`config.mk`:
```
export PLATFORM = sky130hd
export DESIGN_NAME = bla_unit
export DESIGN_NICKNAME = d
export VERILOG_FILES = /design/src/verilog/bla_pkg.sv /design/src/verilog/bla_unit.sv
export SDC_FILE = /design/constraint.sdc
export NUM_CORES = 1
export LEC_CHECK = 0
export BUFFER_PORTS_ARGS = -buffer_cell sky130_fd_sc_hd__buf_2
export CAP_MARGIN = 20
export CORE_MARGIN = 2
export CORE_UTILIZATION = 52
export DETAILED_ROUTE_END_ITERATION = 7
export GPL_ROUTABILITY_DRIVEN = 0
export PLACE_DENSITY = 0.76
export SYNTH_ARGS = -nofsm -noshare
export SYNTH_HDL_FRONTEND = slang
export SYNTH_SLANG_ARGS = --single-unit
```
`constraint.sdc`:
```
create_clock -name clock -period 11 [get_ports clock]
set_input_delay 3.3 -clock clock [delete_from_list [all_inputs] [get_ports clock]]
set_output_delay 3.3 -clock clock [all_outputs]
set_load 0.005 [all_outputs]
```
`src/verilog/bla_pkg.sv`:
```
package bla_pkg;

  localparam int DATA_W = 32;
  localparam int LANES = 4;
  localparam int DW_ADDR_W = 30;
  localparam int IO_ADDR_W = 16;
  localparam int FIFO_DEPTH = 2;

  localparam logic [1:0] SIZE_BYTE = 2'h0;
  localparam logic [1:0] SIZE_WORD = 2'h1;
  localparam logic [1:0] SIZE_DWORD = 2'h2;

  localparam logic [3:0] LANES_IDLE_N = 4'hf;
  localparam logic [1:0] SYNC_IDLE = 2'h3;

  typedef enum logic [1:0] {
    BLA_IDLE = 2'h0,
    BLA_FIRST = 2'h1,
    BLA_SECOND = 2'h3
  } bla_state_t;

  typedef struct packed {
    logic [31:0] addr;
    logic [1:0] size;
    logic write;
    logic io;
    logic [31:0] wdata;
  } bla_req_t;

  typedef struct packed {
    logic [29:0] dw;
    logic [3:0] lanes;
    logic write;
    logic io;
    logic last;
    logic hi;
    logic [1:0] off;
    logic [1:0] size;
    logic [31:0] wdata;
  } bla_cyc_t;

  // lanes touched by an operand across two doublewords; [7:4] is the next one
  function automatic logic [7:0] lane_map(input logic [1:0] off, input logic [1:0] size);
    logic [7:0] m;
    m = 8'h0f;
    if (size == SIZE_BYTE) m = 8'h01;
    else if (size == SIZE_WORD) m = 8'h03;
    return m << off;
  endfunction : lane_map

  function automatic logic [31:0] size_mask(input logic [1:0] size);
    logic [31:0] m;
    m = 32'hffffffff;
    if (size == SIZE_BYTE) m = 32'h000000ff;
    else if (size == SIZE_WORD) m = 32'h0000ffff;
    return m;
  endfunction : size_mask

endpackage : bla_pkg

```
`src/verilog/bla_unit.sv`:
```
`timescale 1ns/1ps
// How it works
// - separate memory and 64K I/O spaces, flagged
// - data bus is four independent byte lanes
// - doublewords start at multiples of four
// - drive upper 30 bits; low two pick lanes
// - 32, 24, 16 or 8 bits per cycle
// - operand inside one doubleword takes one cycle
// - boundary-crossing word or doubleword splits in two
// - word at offset 3: lane 0 next, lane 3
// - misaligned doubleword: next low lanes, then upper
// - reassemble split bytes into operand order
// - never non-contiguous lane strobes
// - three-byte cycle only within split doubleword
// - pipelining presents next address before cycle ends
// - first cycle after idle never pipelined
// - pipelined access three internal clocks, else two
// - wait states while transfer-done sampled high
// - next-address request sampled in phase 2
// - internal clock is half the input clock
module bla_unit (
  input wire logic clock,
  input wire logic rst_b,
  input wire logic req_valid,
  input wire bla_pkg::bla_req_t req,
  output logic req_ready_ff,
  output logic rsp_valid_ff,
  output logic [31:0] rsp_data_ff,
  input wire logic rsp_ready,
  output logic internal_clock_ff,
  output logic [29:0] dword_address_ff,
  output logic [3:0] byte_lane_strobe_n_ff,
  output logic address_strobe_n_ff,
  output logic memory_space_ff,
  output logic write_cycle_ff,
  output logic [31:0] data_lines_out_ff,
  output logic data_lines_oe_ff,
  input wire logic [31:0] data_lines_in,
  input wire logic transfer_done_n,
  input wire logic next_address_request_n
);

  logic [1:0] rst_sync_ff;
  logic rst_n;
  logic [1:0] done_sync_ff;
  logic [1:0] na_sync_ff;
  logic [31:0] din_meta_ff;
  logic [31:0] din_ff;
  logic phase_ff;
  bla_pkg::bla_req_t op_ff;
  logic op_v_ff;
  logic half_ff;
  bla_pkg::bla_state_t st_ff;
  bla_pkg::bla_state_t nxt_st;
  bla_pkg::bla_cyc_t cur_ff;
  bla_pkg::bla_cyc_t nxt_ff;
  bla_pkg::bla_cyc_t issue_c;
  logic nxt_v_ff;
  logic piped_ff;
  logic na_held_ff;
  logic [31:0] asm_hi_ff;
  logic [1:0] occ_ff;
  logic [1:0] nxt_occ;
  logic nxt_op_v;
  logic slot1_v_ff;
  logic [31:0] slot1_d_ff;
  logic v0_a;
  logic v1_a;
  logic [31:0] d0_a;
  logic [31:0] d1_a;
  logic nxt_v0;
  logic nxt_v1;
  logic [31:0] nxt_d0;
  logic [31:0] nxt_d1;

  // reset is released through two flops so every register leaves reset together
  always_ff @(posedge clock or negedge rst_b) begin
    if (!rst_b) rst_sync_ff <= 2'h0;
    else rst_sync_ff <= {rst_sync_ff[0], 1'b1};
  end
  assign rst_n = rst_sync_ff[1];

  // pin inputs pass two flops; only the second stage is read
  always_ff @(posedge clock or negedge rst_n) begin
    if (!rst_n) begin
      done_sync_ff <= bla_pkg::SYNC_IDLE;
      na_sync_ff <= bla_pkg::SYNC_IDLE;
      din_meta_ff <= 32'h0;
      din_ff <= 32'h0;
    end else begin
      done_sync_ff <= {done_sync_ff[0], transfer_done_n};
      na_sync_ff <= {na_sync_ff[0], next_address_request_n};
      din_meta_ff <= data_lines_in;
      din_ff <= din_meta_ff;
    end
  end

  // phase_ff high marks phase 2, the last input-clock of an internal cycle
  always_ff @(posedge clock or negedge rst_n) begin
    if (!rst_n) phase_ff <= 1'b0;
    else phase_ff <= ~phase_ff;
  end
  always_ff @(posedge clock or negedge rst_n) begin
    if (!rst_n) internal_clock_ff <= 1'b0;
    else internal_clock_ff <= phase_ff;
  end

  wire tick = phase_ff;
  wire in_second = (st_ff == bla_pkg::BLA_SECOND);
  wire done = tick & in_second & ~done_sync_ff[1];
  // the next address may go out from the second state, or from the first
  // state of a cycle whose own address was already pipelined
  wire na_window = in_second | ((st_ff == bla_pkg::BLA_FIRST) & piped_ff);
  wire na_hit = tick & ~na_sync_ff[1] & na_window;
  wire na_on = na_hit | (tick & na_held_ff & na_window);
  wire pipe_issue = na_on & op_v_ff & ~nxt_v_ff & ~done;
  // after idle only the plain path issues, so that cycle is never pipelined
  wire new_issue = tick & op_v_ff & ~nxt_v_ff & ((st_ff == bla_pkg::BLA_IDLE) | done);
  wire issue = pipe_issue | new_issue;
  wire promote = done & nxt_v_ff;
  wire cur_load = new_issue | promote;
  wire to_idle = done & ~nxt_v_ff & ~new_issue;
  wire accept = req_valid & req_ready_ff;
  wire pop = rsp_valid_ff & rsp_ready;

  // a request seen while nothing waits is held for the rest of the cycle, so
  // an operand that turns up later still goes out early; the end of the
  // cycle clears it even when a request arrives on that edge
  always_ff @(posedge clock or negedge rst_n) begin
    if (!rst_n) na_held_ff <= 1'b0;
    else if (done | cur_load) na_held_ff <= 1'b0;
    else if (na_hit) na_held_ff <= 1'b1;
  end

  // operand decode
  wire [1:0] off = op_ff.addr[1:0];
  wire [7:0] lane8 = bla_pkg::lane_map(off, op_ff.size);
  wire split = |lane8[7:4];
  wire first_half = split & ~half_ff;
  wire [63:0] wd_wide = {32'h0, op_ff.wdata} << {off, 3'h0};
  wire [29:0] io_dw = {16'h0, op_ff.addr[bla_pkg::IO_ADDR_W-1:2]};
  wire [29:0] dw_base = op_ff.io ? io_dw : op_ff.addr[31:2];
  wire [29:0] dw_next = dw_base + 30'h1;

  // split order: the following doubleword with the low lanes first, then
  // this doubleword with the upper lanes; a 3-byte part never stands alone
  always_comb begin
    issue_c.dw = first_half ? dw_next : dw_base;
    issue_c.lanes = first_half ? lane8[7:4] : lane8[3:0];
    issue_c.write = op_ff.write;
    issue_c.io = op_ff.io;
    issue_c.last = ~first_half;
    issue_c.hi = first_half;
    issue_c.off = off;
    issue_c.size = op_ff.size;
    issue_c.wdata = first_half ? wd_wide[63:32] : wd_wide[31:0];
  end

  // reassembly: upper doubleword bytes were caught first
  wire [63:0] joined = {asm_hi_ff, din_ff};
  wire [63:0] shifted = joined >> {cur_ff.off, 3'h0};
  wire [31:0] rdata = shifted[31:0] & bla_pkg::size_mask(cur_ff.size);
  wire push = done & cur_ff.last & ~cur_ff.write;

  // operand slot
  assign nxt_op_v = (op_v_ff & ~(issue & ~first_half)) | accept;
  always_ff @(posedge clock or negedge rst_n) begin
    if (!rst_n) begin
      op_v_ff <= 1'b0;
      half_ff <= 1'b0;
      op_ff <= '0;
    end else begin
      op_v_ff <= nxt_op_v;
      if (issue) half_ff <= first_half;
      if (accept) op_ff <= req;
    end
  end

  // bus state machine
  always_comb begin
    nxt_st = st_ff;
    case (st_ff)
      bla_pkg::BLA_IDLE: begin
        if (new_issue) nxt_st = bla_pkg::BLA_FIRST;
      end
      bla_pkg::BLA_FIRST: begin
        if (tick) nxt_st = bla_pkg::BLA_SECOND;
      end
      bla_pkg::BLA_SECOND: begin
        if (cur_load) nxt_st = bla_pkg::BLA_FIRST;
        else if (done) nxt_st = bla_pkg::BLA_IDLE;
      end
      default: nxt_st = bla_pkg::BLA_IDLE;
    endcase
  end

  always_ff @(posedge clock or negedge rst_n) begin
    if (!rst_n) st_ff <= bla_pkg::BLA_IDLE;
    else st_ff <= nxt_st;
  end

  // a promoted cycle had its address out a whole internal clock early,
  // which stretches address-to-data time from two clocks to three
  always_ff @(posedge clock or negedge rst_n) begin
    if (!rst_n) piped_ff <= 1'b0;
    else if (tick) piped_ff <= promote;
  end

  always_ff @(posedge clock or negedge rst_n) begin
    if (!rst_n) begin
      cur_ff <= '0;
      nxt_ff <= '0;
      nxt_v_ff <= 1'b0;
    end else begin
      if (new_issue) cur_ff <= issue_c;
      else if (promote) cur_ff <= nxt_ff;
      if (pipe_issue) nxt_ff <= issue_c;
      if (pipe_issue) nxt_v_ff <= 1'b1;
      else if (promote) nxt_v_ff <= 1'b0;
    end
  end

  always_ff @(posedge clock or negedge rst_n) begin
    if (!rst_n) asm_hi_ff <= 32'h0;
    else if (done & cur_ff.hi) asm_hi_ff <= din_ff;
  end

  // address side pins
  always_ff @(posedge clock or negedge rst_n) begin
    if (!rst_n) begin
      dword_address_ff <= 30'h0;
      byte_lane_strobe_n_ff <= bla_pkg::LANES_IDLE_N;
      address_strobe_n_ff <= 1'b1;
      memory_space_ff <= 1'b1;
      write_cycle_ff <= 1'b0;
    end else if (issue) begin
      dword_address_ff <= issue_c.dw;
      byte_lane_strobe_n_ff <= ~issue_c.lanes;
      address_strobe_n_ff <= 1'b0;
      memory_space_ff <= ~issue_c.io;
      write_cycle_ff <= issue_c.write;
    end else if (tick) begin
      address_strobe_n_ff <= 1'b1;
      if (to_idle) byte_lane_strobe_n_ff <= bla_pkg::LANES_IDLE_N;
    end
  end

  // write data follows the cycle that owns the data lanes, not the address
  wire [31:0] load_wdata = new_issue ? issue_c.wdata : nxt_ff.wdata;
  wire load_write = new_issue ? issue_c.write : nxt_ff.write;
  always_ff @(posedge clock or negedge rst_n) begin
    if (!rst_n) begin
      data_lines_out_ff <= 32'h0;
      data_lines_oe_ff <= 1'b0;
    end else if (cur_load) begin
      data_lines_out_ff <= load_wdata;
      data_lines_oe_ff <= load_write;
    end else if (to_idle) begin
      data_lines_oe_ff <= 1'b0;
    end
  end

  // occupancy counts reads accepted but not yet taken by the receiver,
  // so the two-entry buffer can never overflow
  assign nxt_occ = occ_ff + {1'b0, accept & ~req.write} - {1'b0, pop};
  always_ff @(posedge clock or negedge rst_n) begin
    if (!rst_n) begin
      occ_ff <= 2'h0;
      req_ready_ff <= 1'b0;
    end else begin
      occ_ff <= nxt_occ;
      req_ready_ff <= ~nxt_op_v & (nxt_occ < 2'(bla_pkg::FIFO_DEPTH));
    end
  end

  // two-entry response buffer; slot 0 is the output register
  assign v0_a = pop ? slot1_v_ff : rsp_valid_ff;
  assign d0_a = pop ? slot1_d_ff : rsp_data_ff;
  assign v1_a = pop ? 1'b0 : slot1_v_ff;
  assign d1_a = slot1_d_ff;
  assign nxt_v0 = v0_a | push;
  assign nxt_d0 = v0_a ? d0_a : rdata;
  assign nxt_v1 = v1_a | (push & v0_a);
  assign nxt_d1 = (push & v0_a) ? rdata : d1_a;

  always_ff @(posedge clock or negedge rst_n) begin
    if (!rst_n) begin
      rsp_valid_ff <= 1'b0;
      rsp_data_ff <= 32'h0;
      slot1_v_ff <= 1'b0;
      slot1_d_ff <= 32'h0;
    end else begin
      rsp_valid_ff <= nxt_v0;
      rsp_data_ff <= nxt_d0;
      slot1_v_ff <= nxt_v1;
      slot1_d_ff <= nxt_d1;
    end
  end

endmodule : bla_unit

```
==> reports/summary.txt <==
CTS Hold Bufs: 0
Via count: 11.0k
Leak: 8.37 nW
R2r setup slk: 7910 ps
Clock Latency Late Sink: 520 ps
Congestion Overflow GR: 0
Worst-margin pin slew: 1040 ps
Initial antenna violation count: 3
M3 GR Usage: 0.0402
Yosys cell types: 61
Mean Syn Cell Area: 11.9 sq um
RSZ-0062 raised after global routing: false
Number of synthesized flops with an enable pin: 0
Combinational power share: 0.311
Worst path arrival time: 5310 ps
Max Root-Sink Buffers: 3
R2R depth: 5
Syn Nets: 1419
Mapped Cells: 1310
R2r startpoint: issue_c[34]
Die width: 177 um
Crit end category: flop
DP Area: 16800 sq um
CTS Root Cell: clkbuf_16
Clk_skew: 31.1 ps
Outcome: complete, no violations
DR WL/cell: 18.6 um
Max Slew Vio Count: 0
Post-route setup slack: 6070 ps
Final period util: 0.448
P_sw: 0.00171 W
Clk pwr share: 0.264
Number of vias per cell: 5.78
Ys async rst share: 1.00
Total power per unit cell area: 281 nW/um^2
CTS clk-pin slew, worst paths: 60 ps
Fmax: 203 MHz
Worst setup SP type: input port
Worst slew margin: 0.308
DR iter-0 viols: 838
Vias in the first global route: 10.5k
Total iterations of the first detailed-routing run: 5
Antenna viol nets, final: 0
Global Route Usage Sum: 0.224
Starting Density: 0.525
Placed wire-length estimate: 23800 um
Final wirelength: 35400 um
Total CTS buffers: 38
Crit Path Category: in2reg
Die Span Y: 177 um
FF+latch count, synth: 356
Hold Startpoint: din_meta_ff[23]
Final Setup Violations: 0
Tmin final: 4930 ps
Flop pwr share: 0.425
Layout Area Growth over Synthesis: 17.4%
# nets final: 1594
Internal power: 0.00341 W
Hold Crit Class: reg2reg
Grt met2 use: 0.362
Mapped Area: 15500 sq um
Num Clock Sinks: 356
CTS tree: done
Switching share of power: 0.334
Max IR drop VDD: 0.198 mV
First-pass GRT wire length: 56100 um
Met1 usage: 0.313
CP Max Fanout: 34
Post-CTS setup buffers: 0
Max-cap violations: 0
# IOs: 211
Pin count of the biggest net entering global routing: 91
Fin. Hold Viols: 0
Sequential element share of the synthesized area: 0.574
Pre-CTS setup slack: 5580 ps
Worst Path Required: 11380 ps
Syn. warnings: 0
Worst Hold End: din_ff[23]
PortBufs: 210
Cell area after layout: 18200 sq um
FF-to-FF End: dword_address_ff[26]
Drt drc: 0
CTS resizes: 0
Setup_tns: 0 ps
Predominant post-synthesis flop cell: dfrtp_1
WHS Path Cells: 0
Core Footprint: 29600 sq um
Maximum level of the CTS H-tree: 2
Most Crowded Layer GR: met2
Row cnt: 63
Layout cells sized above 1: 0.325
Die area: 31300 sq um
synthesized netlist by cell type, types with 14 or more instances:
library cell / n / area (sq um)
nand3_1: 16 / 80.1
clkbuf_1: 45 / 169
and3_1: 33 / 206
a21oi_1: 84 / 420
dfrtp_1: 346 / 8660
nor2_1: 42 / 158
mux4_2: 32 / 721
buf_2: 37 / 185
mux2_2: 139 / 1570
o21ai_1: 50 / 250
xnor2_1: 20 / 175
nand4_1: 17 / 106
nand2_1: 162 / 608
and2_1: 30 / 188
nor2b_1: 14 / 87.6
o22ai_1: 65 / 407
a31oi_1: 15 / 93.8
final cells by class:
cell class	instances	area [sq um]
clock inverters	15	231
well taps	390	488
clock buffers	53	1120
flip-flops and latches	356	8930
fillers	2294	11300
inverters	10	37.5
repair buffers	231	1310
diodes	1	2.50
multi-input cells	848	6130
worst max path at each step:
| stage | startpoint | endpoint | slack [ps] | depth (start not counted) |
|---|---|---|---|---|
| floorplan | rst_sync_ff[1] | asm_hi_ff[0] | 360 | 0 |
| global placement | req_valid | req_ready_ff | 5600 | 10 |
| detailed placement | req_valid | req_ready_ff | 5580 | 10 |
| CTS | req_valid | req_ready_ff | 6110 | 10 |
| global route | rsp_ready | d1_a[6] | 5990 | 6 |
| finish | rsp_ready | d1_a[0] | 6070 | 6 |
stage by stage:
stage	power, W	hold WS (ps)	utilization	instances
2_1_floorplan	0.00322	331	-	1310
3_3_place_gp	0.00369	333	0.566	1827
3_5_place_dp	0.00376	335	0.567	1829
4_1_cts	0.00513	344	0.613	1897
5_1_grt	0.00543	352	0.617	1904
6_report	0.00512	344	0.617	1904
power by group through the flow:
stage               Combinational [W]  Clock, W  Sequential, W
floorplan                     0.00119         0        0.00203
global placement              0.00153         0        0.00216
detailed placement            0.00157         0        0.00219
CTS                           0.00159   0.00138        0.00217
global route                  0.00176   0.00143        0.00223
finish                        0.00159   0.00135        0.00217
kinds of logic (layout without fill, tap and decap cells):
logic type | Yosys count | count (layout) | share of synthesized area
flip-flops | 356 | 356 | 0.574
AND/OR/NAND/NOR | 353 | 353 | 0.110
AO/OA/AOI/OAI | 281 | 281 | 0.112
multiplexers | 180 | 180 | 0.153
buffers and inverters | 106 | 309 | 0.0313
XOR/XNOR | 30 | 30 | 0.0169
adder cells (fa/ha/maj) | 3 | 3 | 0.00242
other | 1 | 2 | 0.000241
flip-flops by register name, indices dropped and copies added (netlist names), 14 cells and up:
register and count:
din_ff 32, dword_address_ff 30, io_dw 14, d1_a 32, nxt_ff 39, din_meta_ff 32
rsp_data_ff 32, asm_hi_ff 24, data_lines_out_ff 32, op_ff 48
critical path: stages:
cell and delay, ps:
buf_2 540, inv_1 120, o21ai_0 240, or2_1 290
buf_4 420, mux2_2 390
per-layer routing:
| layer | part of all wire | routed length, um |
|---|---|---|
| met1 | 0.42 | 15000 |
| met2 | 0.49 | 17300 |
| met3 | 0.064 | 2270 |
| met4 | 0.024 | 853 |
| met5 | 0.00088 | 31 |
placed cells by master, fill, tap and decap left out, types with 4 or more instances in the layout:
cell	instances
a21o_1	4
a21oi_1	84
a222oi_1	7
a22o_1	5
a22oi_1	8
a31oi_1	15
and2_1	30
and3_1	33
buf_2	210
buf_4	13
bufinv_16	6
clkbuf_1	5
clkbuf_16	39
clkbuf_8	9
clkinv_2	7
dfrtp_1	343
dfstp_2	10
inv_1	9
mux2_2	139
mux2i_1	9
mux4_2	32
nand2_1	161
nand2b_1	10
nand3_1	16
nand4_1	17
nor2_1	42
nor2b_1	14
nor3_1	7
o211ai_1	10
o21a_1	6
o21ai_0	8
o21ai_1	50
o22ai_1	65
xnor2_1	20
xor2_1	10
(Power assumes the default switching activity.)
